`src/inc/dao_pkg.sv`:
```
// Shared constants and types of the dual converter output control block.
package dao_pkg;

  // ----------------------------------------------------------------------
  // Widths
  // ----------------------------------------------------------------------
  localparam int CHANS = 2;
  localparam int DW = 14;
  localparam int AW = 8;

  // ----------------------------------------------------------------------
  // Register offsets, fields and reset values
  // ----------------------------------------------------------------------
  localparam logic [AW-1:0] OFS_CTRL = 8'h00;
  localparam logic [AW-1:0] OFS_STATUS = 8'h04;
  localparam logic [AW-1:0] OFS_IRQ_STAT = 8'h08;
  localparam logic [AW-1:0] OFS_IRQ_MASK = 8'h0c;
  localparam logic [AW-1:0] OFS_SNAP_A = 8'h10;
  localparam logic [AW-1:0] OFS_SNAP_B = 8'h14;
  localparam int CTRL_FREEZE_BIT = 0;
  localparam int ST_STATE_B_LSB = 4;
  localparam int ST_TWOS_BIT = 8;
  localparam int ST_DCS_BIT = 9;
  localparam int ST_VALID_LSB = 10;
  localparam int ST_SWAP_BIT = 12;
  localparam int IRQ_OVF_LSB = 0;
  localparam int IRQ_RDY_LSB = 2;
  localparam int IRQ_W = 4;
  localparam logic CTRL_RST = 1'b0;
  localparam logic [IRQ_W-1:0] IRQ_MASK_RST = 4'h0;

  // ----------------------------------------------------------------------
  // Strap levels and code end points
  // ----------------------------------------------------------------------
  localparam logic [1:0] STRAP_GND = 2'h0;
  localparam logic [1:0] STRAP_THIRD = 2'h1;
  localparam logic [1:0] STRAP_TWO_THIRD = 2'h2;
  localparam logic [1:0] STRAP_VDD = 2'h3;
  localparam logic [DW-1:0] CODE_MAX = 14'h3fff;
  localparam logic [DW-1:0] CODE_MIN = 14'h0000;

  // ----------------------------------------------------------------------
  // Timing
  // ----------------------------------------------------------------------
  localparam int CLK_KHZ = 25000;
  localparam int NAP_WAKE_EDGES = 100;
  localparam int RELOCK_EDGES = 100;
  localparam int SLEEP_WAKE_MS = 2;
  localparam int SLEEP_WAKE_CYC = SLEEP_WAKE_MS * CLK_KHZ;
  localparam int STOP_US = 10;
  localparam int STOP_CYC = (STOP_US * CLK_KHZ + 999) / 1000;
  localparam int CNT_W = 20;

  // ----------------------------------------------------------------------
  // Power states
  // ----------------------------------------------------------------------
  typedef enum logic [2:0] {
    PWR_RUN,
    PWR_NAP,
    PWR_SLEEP,
    PWR_WAKE_NAP,
    PWR_WAKE_SLEEP
  } dao_pwr_t;

endpackage : dao_pkg

```
`src/rtl/dao_sync.sv`:
```
// Two-flop synchroniser for pin inputs.
`timescale 1ns/1ns
module dao_sync #(
  parameter int W = 1
) (
  // Clock and reset
  input wire logic pclk,
  input wire logic presetn,
  // Data
  input wire logic [W-1:0] async_in,
  output logic [W-1:0] sync_out
);

  logic [W-1:0] meta_reg;

  always_ff @(posedge pclk or negedge presetn)
  begin
    if (!presetn)
    begin
      meta_reg <= '0;
      sync_out <= '0;
    end
    else
    begin
      meta_reg <= async_in;
      sync_out <= meta_reg;
    end
  end

endmodule : dao_sync

```
`src/rtl/dao_code_fmt.sv`:
```
// Output code register with clamping and format selection.
`timescale 1ns/1ns
module dao_code_fmt (
  // Clock and reset
  input wire logic pclk,
  input wire logic presetn,
  // Sample in
  input wire logic load,
  input wire logic [dao_pkg::DW-1:0] raw_code,
  input wire logic over,
  input wire logic under,
  input wire logic twos,
  // Sample out
  output logic [dao_pkg::DW-1:0] code_reg,
  output logic ovf_reg
);

  logic [dao_pkg::DW-1:0] clamp;

  // Raw code is offset binary; mid-scale is the top bit alone.
  always_comb
  begin
    if (over)
      clamp = dao_pkg::CODE_MAX;
    else if (under)
      clamp = dao_pkg::CODE_MIN;
    else
      clamp = raw_code;
  end

  always_ff @(posedge pclk or negedge presetn)
  begin
    if (!presetn)
    begin
      code_reg <= dao_pkg::CODE_MIN;
      ovf_reg <= 1'b0;
    end
    else if (load)
    begin
      // Two's complement is offset binary with the top bit inverted.
      code_reg <= {clamp[dao_pkg::DW-1] ^ twos, clamp[dao_pkg::DW-2:0]};
      ovf_reg <= over | under;
    end
  end

endmodule : dao_code_fmt

```
`src/rtl/dao_top.sv`:
```
// Dual converter output, power state and register control.
`timescale 1ns/1ns
module dao_top #(
  parameter int SLEEP_WAKE_CYC = dao_pkg::SLEEP_WAKE_CYC
) (
  // Clock and reset
  input wire logic pclk,
  input wire logic presetn,
  // APB slave
  input wire logic psel,
  input wire logic penable,
  input wire logic pwrite,
  input wire logic [dao_pkg::AW-1:0] paddr,
  input wire logic [31:0] pwdata,
  output logic [31:0] prdata,
  output logic pready,
  output logic pslverr,
  // Interrupt
  output logic irq,
  // Control pins
  input wire logic [1:0] strap_level,
  input wire logic bus_swap_select,
  input wire logic sample_clock_chan_a,
  input wire logic sample_clock_chan_b,
  input wire logic power_down_request_a,
  input wire logic power_down_request_b,
  input wire logic outputs_off_n_chan_a,
  input wire logic outputs_off_n_chan_b,
  // Converter core results
  input wire logic [dao_pkg::DW-1:0] core_code_a,
  input wire logic core_over_a,
  input wire logic core_under_a,
  input wire logic [dao_pkg::DW-1:0] core_code_b,
  input wire logic core_over_b,
  input wire logic core_under_b,
  // Bus A pins
  output logic [dao_pkg::DW-1:0] bus_a_sample,
  output logic range_exceeded_bus_a,
  output logic bus_a_oe_n,
  // Bus B pins
  output logic [dao_pkg::DW-1:0] bus_b_sample,
  output logic range_exceeded_bus_b,
  output logic bus_b_oe_n,
  // Channel state
  output logic chan_a_data_valid,
  output logic chan_b_data_valid,
  output logic duty_stabilizer_on,
  output logic twos_complement_on
);

  // ----------------------------------------------------------------------
  // Pin synchronisation
  // ----------------------------------------------------------------------
  logic [8:0] pins_raw;
  logic [8:0] pins_s;
  logic [1:0] strap_s;
  logic swap_s;
  logic [1:0] clk_s;
  logic [1:0] power_down_request_s;
  logic [1:0] oen_s;

  assign pins_raw = {strap_level, bus_swap_select,
                     sample_clock_chan_b, sample_clock_chan_a,
                     power_down_request_b, power_down_request_a,
                     outputs_off_n_chan_b, outputs_off_n_chan_a};

  dao_sync #(
    .W(9)
  ) u_sync (
    .pclk(pclk),
    .presetn(presetn),
    .async_in(pins_raw),
    .sync_out(pins_s)
  );

  assign strap_s = pins_s[8:7];
  assign swap_s = pins_s[6];
  assign clk_s = pins_s[5:4];
  assign power_down_request_s = pins_s[3:2];
  assign oen_s = pins_s[1:0];

  // ----------------------------------------------------------------------
  // Strap decode
  // ----------------------------------------------------------------------
  logic twos;
  logic dcs;

  assign twos = (strap_s == dao_pkg::STRAP_TWO_THIRD) |
                (strap_s == dao_pkg::STRAP_VDD);
  assign dcs = (strap_s == dao_pkg::STRAP_THIRD) |
               (strap_s == dao_pkg::STRAP_TWO_THIRD);

  always_ff @(posedge pclk or negedge presetn)
  begin
    if (!presetn)
    begin
      duty_stabilizer_on <= 1'b0;
      twos_complement_on <= 1'b0;
    end
    else
    begin
      duty_stabilizer_on <= dcs;
      twos_complement_on <= twos;
    end
  end

  // ----------------------------------------------------------------------
  // Channels
  // ----------------------------------------------------------------------
  logic [dao_pkg::DW-1:0] core_code [dao_pkg::CHANS];
  logic [1:0] core_over;
  logic [1:0] core_under;
  logic [dao_pkg::DW-1:0] code [dao_pkg::CHANS];
  logic [1:0] ovf;
  logic [1:0] on;
  logic [1:0] valid;
  logic [1:0] ovf_evt;
  logic [1:0] rdy_evt;
  dao_pkg::dao_pwr_t state [dao_pkg::CHANS];

  assign core_code[0] = core_code_a;
  assign core_code[1] = core_code_b;
  assign core_over = {core_over_b, core_over_a};
  assign core_under = {core_under_b, core_under_a};

  genvar c;
  generate
    for (c = 0; c < dao_pkg::CHANS; c++)
    begin : g_chan
      logic clk_d_reg;
      logic edge_s;
      logic [8:0] idle_cnt_reg;
      logic stopped;
      logic [6:0] relock_reg;
      logic relocked;
      logic [dao_pkg::CNT_W-1:0] wake_reg;
      logic wake_tick;
      logic wake_done;
      logic load;
      logic valid_d_reg;
      dao_pkg::dao_pwr_t state_reg;
      dao_pkg::dao_pwr_t state_next;

      // Rising sample clock edges only; the falling edge plays no part.
      assign edge_s = clk_s[c] & ~clk_d_reg;

      always_ff @(posedge pclk or negedge presetn)
      begin
        if (!presetn)
          clk_d_reg <= 1'b0;
        else
          clk_d_reg <= clk_s[c];
      end

      // Clock stop watchdog.
      assign stopped = idle_cnt_reg == 9'(dao_pkg::STOP_CYC);

      always_ff @(posedge pclk or negedge presetn)
      begin
        if (!presetn)
          idle_cnt_reg <= '0;
        else if (edge_s)
          idle_cnt_reg <= '0;
        else if (!stopped)
          idle_cnt_reg <= idle_cnt_reg + 9'h001;
      end

      // Stabilizer relock count after a stopped clock.
      assign relocked = relock_reg == 7'(dao_pkg::RELOCK_EDGES);

      always_ff @(posedge pclk or negedge presetn)
      begin
        if (!presetn)
          relock_reg <= '0;
        else if (stopped || !dcs)
          relock_reg <= '0;
        else if (edge_s && !relocked)
          relock_reg <= relock_reg + 7'h01;
      end

      // Recovery count after nap or sleep exit.
      assign wake_tick = (state_reg == dao_pkg::PWR_WAKE_SLEEP) ||
                         ((state_reg == dao_pkg::PWR_WAKE_NAP) &&
                          edge_s);
      assign wake_done = wake_tick &&
        (((state_reg == dao_pkg::PWR_WAKE_NAP) &&
          (wake_reg == dao_pkg::CNT_W'(dao_pkg::NAP_WAKE_EDGES - 1))) ||
         ((state_reg == dao_pkg::PWR_WAKE_SLEEP) &&
          (wake_reg == dao_pkg::CNT_W'(SLEEP_WAKE_CYC - 1))));

      always_ff @(posedge pclk or negedge presetn)
      begin
        if (!presetn)
          wake_reg <= '0;
        else if (state_next != state_reg)
          wake_reg <= '0;
        else if (wake_tick)
          wake_reg <= wake_reg + dao_pkg::CNT_W'(1);
      end

      // Power state from this channel's own shutdown and enable only.
      always_comb
      begin
        state_next = state_reg;
        case (state_reg)
          dao_pkg::PWR_RUN:
          begin
            if (power_down_request_s[c] && oen_s[c])
              state_next = dao_pkg::PWR_SLEEP;
            else if (power_down_request_s[c])
              state_next = dao_pkg::PWR_NAP;
          end
          dao_pkg::PWR_NAP:
          begin
            if (!power_down_request_s[c])
              state_next = dao_pkg::PWR_WAKE_NAP;
            else if (oen_s[c])
              state_next = dao_pkg::PWR_SLEEP;
          end
          dao_pkg::PWR_SLEEP:
          begin
            if (!power_down_request_s[c])
              state_next = dao_pkg::PWR_WAKE_SLEEP;
            else if (!oen_s[c])
              state_next = dao_pkg::PWR_NAP;
          end
          dao_pkg::PWR_WAKE_NAP, dao_pkg::PWR_WAKE_SLEEP:
          begin
            if (power_down_request_s[c] && oen_s[c])
              state_next = dao_pkg::PWR_SLEEP;
            else if (power_down_request_s[c])
              state_next = dao_pkg::PWR_NAP;
            else if (wake_done)
              state_next = dao_pkg::PWR_RUN;
          end
          default:
            state_next = dao_pkg::PWR_RUN;
        endcase
      end

      always_ff @(posedge pclk or negedge presetn)
      begin
        if (!presetn)
          state_reg <= dao_pkg::PWR_RUN;
        else
          state_reg <= state_next;
      end

      // Converter runs in every state except nap and sleep.
      assign on[c] = (state_reg != dao_pkg::PWR_NAP) &&
                     (state_reg != dao_pkg::PWR_SLEEP);
      assign load = edge_s && on[c];
      assign valid[c] = (state_reg == dao_pkg::PWR_RUN) &&
                        (relocked || !dcs);
      assign ovf_evt[c] = load && (core_over[c] || core_under[c]);
      assign rdy_evt[c] = valid[c] && !valid_d_reg;
      assign state[c] = state_reg;

      always_ff @(posedge pclk or negedge presetn)
      begin
        if (!presetn)
          valid_d_reg <= 1'b0;
        else
          valid_d_reg <= valid[c];
      end

      dao_code_fmt u_fmt (
        .pclk(pclk),
        .presetn(presetn),
        .load(load),
        .raw_code(core_code[c]),
        .over(core_over[c]),
        .under(core_under[c]),
        .twos(twos),
        .code_reg(code[c]),
        .ovf_reg(ovf[c])
      );
    end
  endgenerate

  always_ff @(posedge pclk or negedge presetn)
  begin
    if (!presetn)
    begin
      chan_a_data_valid <= 1'b0;
      chan_b_data_valid <= 1'b0;
    end
    else
    begin
      chan_a_data_valid <= valid[0];
      chan_b_data_valid <= valid[1];
    end
  end

  // ----------------------------------------------------------------------
  // Output bus routing and enables
  // ----------------------------------------------------------------------
  logic src_a;
  logic src_b;

  assign src_a = swap_s ? 1'b0 : 1'b1;
  assign src_b = swap_s ? 1'b1 : 1'b0;

  always_ff @(posedge pclk or negedge presetn)
  begin
    if (!presetn)
    begin
      bus_a_sample <= dao_pkg::CODE_MIN;
      bus_b_sample <= dao_pkg::CODE_MIN;
      range_exceeded_bus_a <= 1'b0;
      range_exceeded_bus_b <= 1'b0;
    end
    else
    begin
      bus_a_sample <= code[src_a];
      bus_b_sample <= code[src_b];
      range_exceeded_bus_a <= ovf[src_a];
      range_exceeded_bus_b <= ovf[src_b];
    end
  end

  // Each bus enable follows its own pin and the routed channel's power.
  always_ff @(posedge pclk or negedge presetn)
  begin
    if (!presetn)
    begin
      bus_a_oe_n <= 1'b1;
      bus_b_oe_n <= 1'b1;
    end
    else
    begin
      bus_a_oe_n <= oen_s[0] | ~on[src_a];
      bus_b_oe_n <= oen_s[1] | ~on[src_b];
    end
  end

  // ----------------------------------------------------------------------
  // APB register file
  // ----------------------------------------------------------------------
  logic freeze_reg;
  logic [dao_pkg::IRQ_W-1:0] irq_stat_reg;
  logic [dao_pkg::IRQ_W-1:0] irq_mask_reg;
  logic [dao_pkg::IRQ_W-1:0] irq_set;
  logic [dao_pkg::IRQ_W-1:0] irq_clr;
  logic [dao_pkg::DW:0] snap_a_reg;
  logic [dao_pkg::DW:0] snap_b_reg;
  logic [31:0] status;
  logic [31:0] rd_next;
  logic hit;
  logic setup;
  logic access;

  assign setup = psel & ~penable;
  assign access = psel & penable;
  assign pready = 1'b1;
  assign pslverr = access & ~hit;

  always_comb
  begin
    status = 32'h0000_0000;
    status[2:0] = state[0];
    status[dao_pkg::ST_STATE_B_LSB +: 3] = state[1];
    status[dao_pkg::ST_TWOS_BIT] = twos;
    status[dao_pkg::ST_DCS_BIT] = dcs;
    status[dao_pkg::ST_VALID_LSB +: 2] = valid;
    status[dao_pkg::ST_SWAP_BIT] = swap_s;
  end

  always_comb
  begin
    rd_next = 32'h0000_0000;
    hit = 1'b1;
    if (paddr == dao_pkg::OFS_CTRL)
      rd_next[dao_pkg::CTRL_FREEZE_BIT] = freeze_reg;
    else if (paddr == dao_pkg::OFS_STATUS)
      rd_next = status;
    else if (paddr == dao_pkg::OFS_IRQ_STAT)
      rd_next[dao_pkg::IRQ_W-1:0] = irq_stat_reg;
    else if (paddr == dao_pkg::OFS_IRQ_MASK)
      rd_next[dao_pkg::IRQ_W-1:0] = irq_mask_reg;
    else if (paddr == dao_pkg::OFS_SNAP_A)
      rd_next[dao_pkg::DW:0] = snap_a_reg;
    else if (paddr == dao_pkg::OFS_SNAP_B)
      rd_next[dao_pkg::DW:0] = snap_b_reg;
    else
      hit = 1'b0;
  end

  // Read data is captured in the setup cycle and held for the access.
  always_ff @(posedge pclk or negedge presetn)
  begin
    if (!presetn)
      prdata <= 32'h0000_0000;
    else if (setup && !pwrite)
      prdata <= rd_next;
  end

  always_ff @(posedge pclk or negedge presetn)
  begin
    if (!presetn)
    begin
      freeze_reg <= dao_pkg::CTRL_RST;
      irq_mask_reg <= dao_pkg::IRQ_MASK_RST;
    end
    else if (access && pwrite)
    begin
      if (paddr == dao_pkg::OFS_CTRL)
        freeze_reg <= pwdata[dao_pkg::CTRL_FREEZE_BIT];
      else if (paddr == dao_pkg::OFS_IRQ_MASK)
        irq_mask_reg <= pwdata[dao_pkg::IRQ_W-1:0];
    end
  end

  // Snapshots of the latest code per channel, held while frozen.
  always_ff @(posedge pclk or negedge presetn)
  begin
    if (!presetn)
    begin
      snap_a_reg <= '0;
      snap_b_reg <= '0;
    end
    else if (!freeze_reg)
    begin
      snap_a_reg <= {ovf[0], code[0]};
      snap_b_reg <= {ovf[1], code[1]};
    end
  end

  // ----------------------------------------------------------------------
  // Interrupts
  // ----------------------------------------------------------------------
  assign irq_set = {rdy_evt, ovf_evt};
  // Only the bits that the read returned are cleared; new events win.
  assign irq_clr = (access && !pwrite && paddr == dao_pkg::OFS_IRQ_STAT) ?
                   prdata[dao_pkg::IRQ_W-1:0] : '0;

  always_ff @(posedge pclk or negedge presetn)
  begin
    if (!presetn)
      irq_stat_reg <= '0;
    else
      irq_stat_reg <= (irq_stat_reg & ~irq_clr) | irq_set;
  end

  assign irq = |(irq_stat_reg & irq_mask_reg);

endmodule : dao_top

```
`config.mk`:
```
export PLATFORM = sky130hd
export DESIGN_NAME = dao_top
export DESIGN_NICKNAME = d
export VERILOG_FILES = /design/src/inc/dao_pkg.sv /design/src/rtl/dao_sync.sv /design/src/rtl/dao_code_fmt.sv /design/src/rtl/dao_top.sv
export SDC_FILE = /design/constraint.sdc
export NUM_CORES = 1
export LEC_CHECK = 0
export BUFFER_PORTS_ARGS = -buffer_cell sky130_fd_sc_hd__buf_2
export CORE_UTILIZATION = 35
export CTS_CLUSTER_DIAMETER = 150
export CTS_CLUSTER_SIZE = 14
export DETAILED_ROUTE_END_ITERATION = 10
export PLACE_DENSITY_LB_ADDON = 0.05
export SLEW_MARGIN = 20
export SYNTH_ARGS = -nofsm -noshare
export SYNTH_HDL_FRONTEND = slang
export SYNTH_SLANG_ARGS = --single-unit
```
`constraint.sdc`:
```
create_clock -name pclk -period 4.1 [get_ports pclk]
set_input_delay 0.205 -clock pclk [delete_from_list [all_inputs] [get_ports pclk]]
set_output_delay 0.205 -clock pclk [all_outputs]
set_load 0.005 [all_outputs]
```
---- Word level (Yosys, flattened, before mapping) ----
Index checks and enable logic that the tools add are counted.
storage, ports and cells
  bits in registers ....................... 235
  input bits .............................. 86
  word-level logic and storage cells ...... 222
  output and inout bits ................... 71
cells by class
  $lt $le $gt $ge ......................... 4
  mux-type cells .......................... 68
  $add $sub $neg .......................... 6
  equality and inequality tests ........... 32
  reduce and logical (&&, ||, !) cells .... 54
  bitwise operators ....................... 26
operators by type and width
  kind                                             count
  two-way mux 14 bit                               11
  two-way mux 20 bit                               4
  two-way mux 3 bit                                18
  two-way mux 15 bit                               3
  adder 20 x 1 -> 20 bit, second input constant    2
  == test 20 x 16 -> 1 bit, second input constant  2
  == test 20 x 7 -> 1 bit, second input constant   2
  two-way mux 9 bit                                4
  two-way mux 7 bit                                4
  logical AND 1 bit                                26
  one-hot mux 3 bit (4 select lines)               2
  two-way mux 11 bit                               2
  adder 9 x 1 -> 9 bit, second input constant      2
  == test 9 x 8 -> 1 bit, second input constant    2
  two-way mux 1 bit                                17
  == test 8 x 4 -> 1 bit, second input constant    2
  == test 8 x 5 -> 1 bit, second input constant    2
  adder 7 x 1 -> 7 bit, second input constant      2
  == test 7 bit, second input constant             2
  == test 3 x 2 -> 1 bit, second input constant    4
  two-way mux 4 bit                                3
  logical OR 1 bit                                 10
  AND 4 bit                                        2
  == test 8 x 3 -> 1 bit, second input constant    1
  25 further kinds                                 61

---- Depth between registers and ports, before layout ----
Gate-level depths: netlist of the first run.
  word-level depth ........................ 11
  gate-level depth with buffers ........... 8
  mapped depth without buffers ............ 7

---- Hierarchy ----
A second synthesis of the first run with hierarchy kept.
second synthesis, totals
  cells, all modules ...................... 919
  area total of the unflattened synthesis .. 10,072.2 µm²
modules (own cells, without submodules)
  module        times used  seq. area each (µm²)  area each (µm²)  cells each
  dao_top       1           4,256.6               8,368.0          765
  dao_code_fmt  2           375.4                 626.9            68
  dao_sync      1           450.4                 450.4            18

---- Least setup slack after synthesis of the first run ----
No wires, ideal clock.
  path type ............................... register -> register
  start point ............................. reg g_chan[1].state_reg[0]
  end point ............................... reg g_chan[1].wake_reg[0] (netlist name)
  data required time ...................... 3.981 ns
  setup time .............................. 0.119 ns
  arrival ................................. 1.740 ns
  setup slack ............................. 2.241 ns
  cell stages (with the launch flop) ...... 8
  period minus slack after synthesis ...... 1.859 ns
  buffers on the path ..................... 2
  cells stage by stage .................... dfrtp_1 > buf_6 > or3b_4 > nor4_4 > o2111ai_2 > o22ai_2 > buf_6 > nor2_2
on the way
  word-level cells in the longest chain between the ends .. 10
  elaborated cells on any way between the ends .. 25
  those cells by class .................... eq/ne (5); mux (11); reduce/logical (9)
ends and longest elaborated chain
  item                                                             RTL line                                        text
  from (decl)                                                      dao_top.sv:141                                  dao_pkg::dao_pwr_t state_reg;
  from (signal assigned)                                           dao_top.sv:244                                  state_reg <= dao_pkg::PWR_RUN;
  from (signal assigned)                                           dao_top.sv:246                                  state_reg <= state_next;
  == test 3 x 2 -> 1 bit / == test 3 bit (equally long branches)   n/a
  logical AND 1 bit, on equally long branches                      dao_top.sv:183, dao_top.sv:186, dao_top.sv:188
  logical OR 1 bit, on equally long branches                       dao_top.sv:182, dao_top.sv:187
  logical AND 1 bit                                                dao_top.sv:185                                  assign wake_done = wake_tick &&
  two-way mux 3 bit                                                dao_top.sv:233                                  else if (wake_done)
  two-way mux 3 bit                                                dao_top.sv:231                                  else if (power_down_request_s[c])
  two-way mux 3 bit                                                dao_top.sv:229                                  if (power_down_request_s[c] && oen_s[c])
  one-hot mux 3 bit (4 select lines)                               dao_top.sv:205                                  case (state_reg)
  inequality test 3 bit                                            dao_top.sv:195                                  else if (state_next != state_reg)
  two-way mux 20 bit / nonzero test 2 bit (equally long branches)  n/a
  to (signal assigned)                                             dao_top.sv:198                                  wake_reg <= wake_reg + dao_pkg::CNT_W'(1);
  to (decl)                                                        dao_top.sv:136                                  logic [dao_pkg::CNT_W-1:0] wake_reg;
Several ways; a longest one is shown, not always the timed one.
A chain may end at the register's enable or synchronous reset.

---- Final worst setup path of the first run ----
  start point ............................. reg g_chan[0].state_reg[2]
  end point ............................... reg g_chan[0].wake_reg[8] (netlist name)
on the way
  word-level cells in the longest chain between the ends .. 10
  elaborated cells on any way between the ends .. 25
  those cells by class .................... eq/ne (5); mux (11); reduce/logical (9)
ends and longest elaborated chain
  item                                                             RTL line
  from (decl)                                                      dao_top.sv:141
  from (signal assigned)                                           dao_top.sv:244
  from (signal assigned)                                           dao_top.sv:246
  == test 3 x 2 -> 1 bit / == test 3 bit (equally long branches)   n/a
  logical AND 1 bit, on equally long branches                      dao_top.sv:183, dao_top.sv:186, dao_top.sv:188
  logical OR 1 bit, on equally long branches                       dao_top.sv:182, dao_top.sv:187
  logical AND 1 bit                                                dao_top.sv:185
  two-way mux 3 bit                                                dao_top.sv:233
  two-way mux 3 bit                                                dao_top.sv:231
  two-way mux 3 bit                                                dao_top.sv:229
  one-hot mux 3 bit (4 select lines)                               dao_top.sv:205
  inequality test 3 bit                                            dao_top.sv:195
  two-way mux 20 bit / nonzero test 2 bit (equally long branches)  n/a
  to (signal assigned)                                             dao_top.sv:198
  to (decl)                                                        dao_top.sv:136
Several ways; a longest one is shown, not always the timed one.

==> results of run 1 <==
## tightest hold or removal path, delay by kind of cell
| family | cells | cell delay (ns) |
|---|---|---|
| AO/OA/AOI/OAI | 2 | 0.19 |
| buffers and inverters | 1 | 0.10 |
## where the power goes
group / internal, W / switching, W
sequential: 0.00251 / 0.000263
combinational: 0.000431 / 0.000420
clock: 0.000851 / 0.000804
## cells by family (layout without fill, tap and decap cells)
group | count (synthesis) | count (layout)
mux | 85 | 85
fa+ha+maj | 12 | 12
compound gates | 142 | 142
simple gates | 324 | 324
flops | 218 | 218
buf+inv | 84 | 202
other cells | 2 | 18
xor+xnor | 63 | 63
## layer usage
| layer | vias to the layer above | global-route usage | wire (microns) |
|---|---|---|---|
| li1 | 3474 | - | - |
| met1 | 3451 | 0.253 | 12200 |
| met2 | 130 | 0.272 | 11300 |
| met3 | 24 | 0.0270 | 1020 |
| met4 | 0 | 0.0377 | 451 |
| met5 | - | 0 | 0 |
## Yosys cell counts (all sizes together), types with 2 or more instances
library cell	n	share of area
and3b	2	0.0017
a211oi	5	0.0037
o21ai	58	0.030
nand4b	3	0.0026
and2	3	0.0019
nand2	89	0.033
nand4bb	2	0.0022
clkbuf	28	0.012
inv	23	0.0085
buf	33	0.022
o22ai	3	0.0031
and3	10	0.0062
a21oi	41	0.021
o31ai	7	0.0052
and4	7	0.0061
ha	12	0.015
mux2	76	0.085
nor2b	5	0.0033
or3b	2	0.0020
a22o	4	0.0035
xor2	40	0.035
nor4b	3	0.0026
nor3	15	0.0079
o31a	2	0.0017
dfrtp	216	0.53
dfstp	2	0.0052
o2bb2ai	4	0.0035
conb	2	0.00074
nand3	24	0.012
nor3b	4	0.0030
nor2	86	0.034
nand2b	7	0.0043
xnor2	23	0.020
o2111ai	2	0.0024
or4	4	0.0030
a41o	2	0.0020
nand4	32	0.021
a22oi	9	0.0067
nand3b	2	0.0015
nor4	16	0.013
mux2i	9	0.0089
or3	5	0.0031
## final timing paths
check	endpoint	slack, ns	startpoint	depth (start not counted)
worst max-delay path	g_chan[0].wake_reg[8]	1.73	g_chan[0].state_reg[2]	5
worst min-delay path	g_chan[0].u_fmt.code_reg[12]	0.03	core_code_a[12]	3
worst max register to register	g_chan[0].wake_reg[8]	1.73	g_chan[0].state_reg[2]	5
worst min register to register	u_sync.sync_out[2]	0.35	u_sync.meta_reg[2]	0
max in group asynchronous	bus_b_sample[8]	2.74	presetn	3
min in group asynchronous	irq_mask_reg[2]	0.34	presetn	2
## cells in the final DEF, fill, tap and decap left out, types with 10 or more instances in the layout
cell type                         n
sky130_fd_sc_hd__clkbuf_16       19
sky130_fd_sc_hd__inv_1           23
sky130_fd_sc_hd__conb_1          18
sky130_fd_sc_hd__xnor2_1         23
sky130_fd_sc_hd__nor3_1          14
sky130_fd_sc_hd__dlygate4sd3_1   34
sky130_fd_sc_hd__nand4_1         31
sky130_fd_sc_hd__ha_1            12
sky130_fd_sc_hd__mux2_2          76
sky130_fd_sc_hd__a21oi_1         39
sky130_fd_sc_hd__nor4_1          13
sky130_fd_sc_hd__buf_2          109
sky130_fd_sc_hd__and3_1          10
sky130_fd_sc_hd__o21ai_0         56
sky130_fd_sc_hd__nor2_1          79
sky130_fd_sc_hd__dfrtp_1        216
sky130_fd_sc_hd__nand3_1         23
sky130_fd_sc_hd__nand2_1         88
sky130_fd_sc_hd__xor2_1          40
## final cells by class
type / count / share of cell area
inverter: 23 / 0.00732
multi-input combinational: 644 / 0.364
sequential: 218 / 0.463
timing repair buffer: 152 / 0.0815
tap: 378 / 0.0401
clock inverter: 2 / 0.00149
clock buffer: 25 / 0.0423
## metrics by stage
step | power (W) | area (sq um)
after floorplan | 0.00327 | 10200
after global placement | 0.00365 | 10900
after detailed placement | 0.00365 | 10900
after CTS | 0.00539 | 11800
after global routing | 0.00560 | 11800
final | 0.00528 | 11800
==> results by group, run 1 <==
Outcome
  • Result of the run: completed

Floorplanning
  • Number of core rows: 61
  • Initial core utilization: 0.360
  • Placeable core region: 0.0281 sq mm
  • Die Area: between 0.02 and 0.03 sq mm
  • Count of pins on the block boundary: 157
  • Die X-Extent: about 170 microns
  • Height of the chip: 172 microns

Finish
  • Number of antenna diodes: 0
  • Layout Nets: around 1200
  • Storage cell area: roughly 0.0055 sq mm
  • Post-synthesis to final-layout area growth: 16.6%
  • Share of cells above drive strength 1: 0.228
  • Max reg flops: 40
  • Filler cell count: approximately 2900
  • Post-route non-filler standard cell count: roughly 1400
  • Multi-input gate area in the final layout: roughly 0.0043 sq mm
  • Utilization after layout: 0.420

Timing
  • Max-slew headroom: 0.310
  • Setup repair after global routing missed its margin: no
  • Final-report setup violation count: 0
  • Max frequency: between 400 and 500 MHz
  • Minimum clock period after layout: about 2.4 ns
  • Post-route clock skew: 0.0151 ns
  • Final slew viol count: 0
  • Measured slew at the worst slew-check pin: between 1 and 1.5 ns
  • Post-route setup TNS: 0 ns
  • Post-route fraction of the period consumed by the critical path: 0.577
  • Count of final hold-check violations: 0
  • Worst setup margin: approximately 1.7 ns
  • Worst slack on hold paths: approximately 0.026 ns

Min path
  • Path class of the lowest-slack min-delay path: input port to flop

Worst setup path
  • Stage delay of the slowest cell on the critical path: about 0.53 ns
  • Critical path required time: between 4 and 5 ns
  • Crit start category: flop
  • Cell with the largest stage delay on the worst path: sky130_fd_sc_hd__a22o_1
  • Critical Setup Path Class: flop to flop
  • Critical Path Fanout Max: 20
  • Crit path arrival time: between 2 and 3 ns
  • Family of cells with the greatest summed delay on the critical path: compound AO/OA/AOI/OAI gates
  • Buffer and inverter count on the worst path: 0
  • Sequence of cells on the critical path: and3b_1, a22o_1, o2111ai_1, o21ai_2, nor2_1
  • Type of element capturing the critical path: flop

Clock network
  • Clock edge transition at the registers on the reported setup and hold paths: 0.08 ns
  • Clock root buffer: sky130_fd_sc_hd__clkbuf_16
  • Post-CTS setup repair buffer count: 0
  • TritonCTS clock tree: built
  • CTS Buf Count: 19
  • Number of sinks on the clock net: around 220
  • Number of H-tree levels: 1
  • Worst-Skew Late Latency: about 0.51 ns
  • Post-cts repair resize count: 0
  • Maximum buffer depth of the clock tree: 3
  • Post-CTS Hold Fix Bufs: 34

Power
  • Ratio of total power to cell area: between 400 and 500 mW/mm^2
  • Peak supply drop: between 0.2 and 0.3 mV
  • Leakage dissipation: around 5.3 nW

Detailed routing
  • Total number of vias: between 7000 and 8000
  • Post-route DRC: 0
  • Number of design-rule violations left by the first detailed-router iteration: ~360
  • Drt pass-1 iters: 5
  • Wirelength per Cell: between 15 and 20 microns
  • Via density: between 4 and 5
  • Final wirelength: approximately 25000 microns
  • Antenna-violating nets left: 0

Global routing
  • Number of global-route vias before repair: about 7100
  • Wire length of the first global-routing pass: roughly 40000 microns
  • Combined global-route utilization of all metal layers: 0.174
  • Maximum number of pins on one net before global-route repair: 100
  • Overflow left after global routing: 0
  • Initial antenna violation count: 0

Place
  • Half-perimeter wire length after detailed placement: around 17000 microns
  • Number of buffer cells added on primary ports: 110
  • Placement Setup Slack: approximately 1.7 ns
  • Placed cells: 1381
  • GPL Wtd Cong: 0.760

Logic synthesis
  • Mean post-synth cell area: 10.9 sq um
  • Synthesis-stage register bit count: around 220
  • Synthesized-area fraction occupied by adder cells: 0.0148
  • XOR/XNOR Fraction of Synth Area: 0.0546
  • Count of mapped cells out of synthesis: 930
  • Number of distinct library cells after synthesis: 68
  • Primary FF master, synth: sky130_fd_sc_hd__dfrtp_1
  • Largest family of logic cells by synthesized area: simple AND/OR/NAND/NOR gates
  • Sequential-to-total area share from yosys stat: 0.540
  • Number of warnings printed during yosys synthesis: 0
  • Compound-cell area share of the yosys netlist: 0.0866
  • Fraction of synthesized area in multiplexers: 0.0935
  • Post-synth design cell area: around 0.010 sq mm
  • Share of async-settable or async-resettable flops after synthesis: 1.00
  • Count of flip-flops with a built-in enable after synthesis: 0
  • Simple-Gate Fraction of Synth Area: 0.168

Run
  • Number of max-capacitance violations reported: 0
Power figures use the tool's default switching activity.
==> run 2: changes to the inputs <==
==> constraint.sdc (replaced) <==
create_clock -name pclk -period 2.1 [get_ports pclk]
set_input_delay 0.105 -clock pclk [delete_from_list [all_inputs] [get_ports pclk]]
set_output_delay 0.105 -clock pclk [all_outputs]
set_load 0.005 [all_outputs]
==> run 2 against run 1 <==
Combinational power rose by 110%. Clock skew fell by 0.0053 ns. Sequential share of layout area fell by 1.4 points. Largest power group unchanged. Register-to-register slack got worse by 1.6 ns. Clock power rose by 93%. Fmax rose by 21%. Clock-buffer cell count fell by 1. Non-clock buffer count rose by 40. Critical path depth rose by 1. Utilization rose by 1.3 points. Largest cell class unchanged. Cell count rose by 2.6%. Setup slack got worse by 1.6 ns.
==> results by group, run 2 (synthesized netlist as in run 1, its figures left out) <==
Finish
  • Max reg flops: 40 (unchanged)
  • Share of cells above drive strength 1: 0.246 (+0.0175)
  • Number of antenna diodes: 0 (unchanged)
  • Filler cell count: 2803 (-2.8%)
  • Layout Nets: 1196 (+3.5%)
  • Final instance area: 0.0121 sq mm (+3.0%)
  • Most common cell after layout, fill and taps aside: sky130_fd_sc_hd__dfrtp_1
  • Post-route non-filler standard cell count: 1480 (+2.6%)
  • Post-synthesis to final-layout area growth: 20.1%
  • Leading cell types in the layout, fill and taps excluded: 216 x sky130_fd_sc_hd__dfrtp_1, 109 x sky130_fd_sc_hd__buf_2, 89 x sky130_fd_sc_hd__nand2_1, 79 x sky130_fd_sc_hd__nor2_1, 76 x sky130_fd_sc_hd__mux2_2

Detailed routing
  • Antenna-violating nets left: 0 (unchanged)
  • Wirelength per Cell: 17.0 microns (-1.5%)
  • Drt pass-1 iters: 5 (unchanged)
  • Final wirelength: 25200 microns (+1.1%)
  • Via density: 4.84 (-1.4%)
  • Number of design-rule violations left by the first detailed-router iteration: 319 (-11%)
  • Total number of vias: 7162 (+1.2%)
  • Post-route DRC: 0 (unchanged)

Place
  • Number of buffer cells added on primary ports: 110 (unchanged)
  • Placed cells: 1412 (+2.2%)
  • Half-perimeter wire length after detailed placement: 17300 microns (+4.4%)
  • Dpl cell area: 0.0112 sq mm (+2.6%)
  • GPL Wtd Cong: 0.795 (+4.7%)

Clock network
  • Clock edge transition at the registers on the reported setup and hold paths: 0.07 ns (about the same)
  • Worst-Skew Late Latency: 0.50 ns (about the same)
  • CTS Buf Count: 19 (unchanged)
  • Number of H-tree levels: 1 (unchanged)
  • TritonCTS clock tree: built
  • Maximum buffer depth of the clock tree: 3 (unchanged)
  • Post-cts repair resize count: 0 (unchanged)
  • Number of sinks on the clock net: 218 (unchanged)
  • Clock root buffer: sky130_fd_sc_hd__clkbuf_16

Timing
  • Final slew viol count: 0 (unchanged)
  • Minimum clock period after layout: 1.95 ns (-0.416 ns)
  • Post-route clock skew: 0.00978 ns (-0.00535 ns)
  • Worst slack on hold paths: 0.0185 ns (-0.00794 ns)
  • Final-report setup violation count: 0 (unchanged)
  • Setup repair after global routing missed its margin: no
  • Max frequency: 513 MHz (+21%)
  • Post-route setup TNS: 0 ns (unchanged)
  • Measured slew at the worst slew-check pin: 0.683 ns (-0.350 ns)
  • Count of final hold-check violations: 0 (unchanged)
  • Max-slew headroom: 0.544 (+0.234)
  • Post-route fraction of the period consumed by the critical path: 0.929 (+0.352)

Worst setup path
  • Critical path required time: 2.48 ns (-1.96 ns)
  • Type of element capturing the critical path: flop
  • Crit start category: flop
  • Startpoint of the most critical register-to-register path: g_chan[0].wake_reg[13]
  • Critical Path Fanout Max: 20 (unchanged)
  • Crit path arrival time: 2.34 ns (-0.37 ns)
  • Critical path launch point: g_chan[0].wake_reg[13]
  • Critical Setup Path Class: flop to flop

Power
  • Ratio of total power to cell area: 852 mW/mm^2 (+90%)
  • Peak supply drop: 0.520 mV (+94%)
  • Leakage dissipation: 5.48 nW (+3.9%)

Global routing
  • Initial antenna violation count: 0 (unchanged)
  • Number of global-route vias before repair: 7257 (+1.8%)
  • Maximum number of pins on one net before global-route repair: 67 (-33%)
  • Combined global-route utilization of all metal layers: 0.177 (+0.00280)
  • Overflow left after global routing: 0 (unchanged)
  • Wire length of the first global-routing pass: 40500 microns (+1.3%)

Min path
  • Launch instance of the worst min-delay path: penable
  • Path class of the lowest-slack min-delay path: input port to flop

Floorplanning
  • Number of core rows: 61 (unchanged)
  • Height of the chip: 172 microns (unchanged)
  • Placeable core region: 0.0281 sq mm (unchanged)
  • Die Area: 0.0296 sq mm (unchanged)
  • Die X-Extent: 172 microns (unchanged)
  • Initial core utilization: 0.360 (unchanged)
  • Count of pins on the block boundary: 157 (unchanged)

Outcome
  • Result of the run: completed

Run
  • Number of max-capacitance violations reported: 0 (unchanged)
## run 2: timing repair
action                                 in CTS  in global routing
setup buffers                               0                  0
endpoints found under the hold margin     147                  0
hold buffers                               43                  0
## run 2: layer usage
layer | GRT usage | share of wire | vias up
li1 | - | - | 3549
met1 | 0.255 | 0.49 | 3467
met2 | 0.278 | 0.45 | 114
met3 | 0.0272 | 0.041 | 32
met4 | 0.0400 | 0.014 | 0
met5 | 0 | 0 | -
## run 2: final cells by class
cell class	count	area, sq um	share of cell area
Clock buffer	24	494	0.0407
Inverter	23	86.3	0.00711
Clock inverter	1	8.76	0.000721
Tap cell	378	473	0.0390
Multi-Input combinational cell	644	4290	0.353
Sequential cell	218	5460	0.450
Timing Repair Buffer	192	1330	0.110
## run 2: power breakdown
part	leakage (nW)	switching, W	internal (W)
Sequential	2.77	0.000487	0.00491
Clock	0.244	0.00153	0.00164
Combinational	2.46	0.000869	0.000911
Total	5.48	0.00289	0.00746
## run 2: critical path, cell delays in order (launching register included)
cell	delay [ns]
sky130_fd_sc_hd__dfrtp_1	0.40
sky130_fd_sc_hd__or4_1	0.50
sky130_fd_sc_hd__nor3_1	0.23
sky130_fd_sc_hd__o2111ai_1	0.24
sky130_fd_sc_hd__o21ai_1	0.21
sky130_fd_sc_hd__buf_12	0.19
sky130_fd_sc_hd__nor2_1	0.07
## run 2: path summary, 6_finish.rpt
kind	slack [ns]	to	cells past startpoint
max in group asynchronous	1.20	g_chan[1].idle_cnt_reg[8]	3
max	0.15	g_chan[0].wake_reg[12]	6
min in group asynchronous	0.13	g_chan[0].wake_reg[10]	2
min reg2reg	0.34	u_sync.sync_out[7]	0
min	0.02	prdata[1]	4
max reg2reg	0.15	g_chan[0].wake_reg[12]	6
## run 2: stage by stage
| step | utilization | worst slack (ns) | power [W] |
|---|---|---|---|
| final | 0.432 | 0.149 | 0.0103 |
| after global routing | 0.432 | 0.0260 | 0.0110 |
| after CTS | 0.432 | 0.110 | 0.0105 |
| after detailed placement | 0.399 | 0.121 | 0.00722 |
| after global placement | 0.399 | 0.163 | 0.00721 |
| after floorplan | - | 0.241 | 0.00639 |
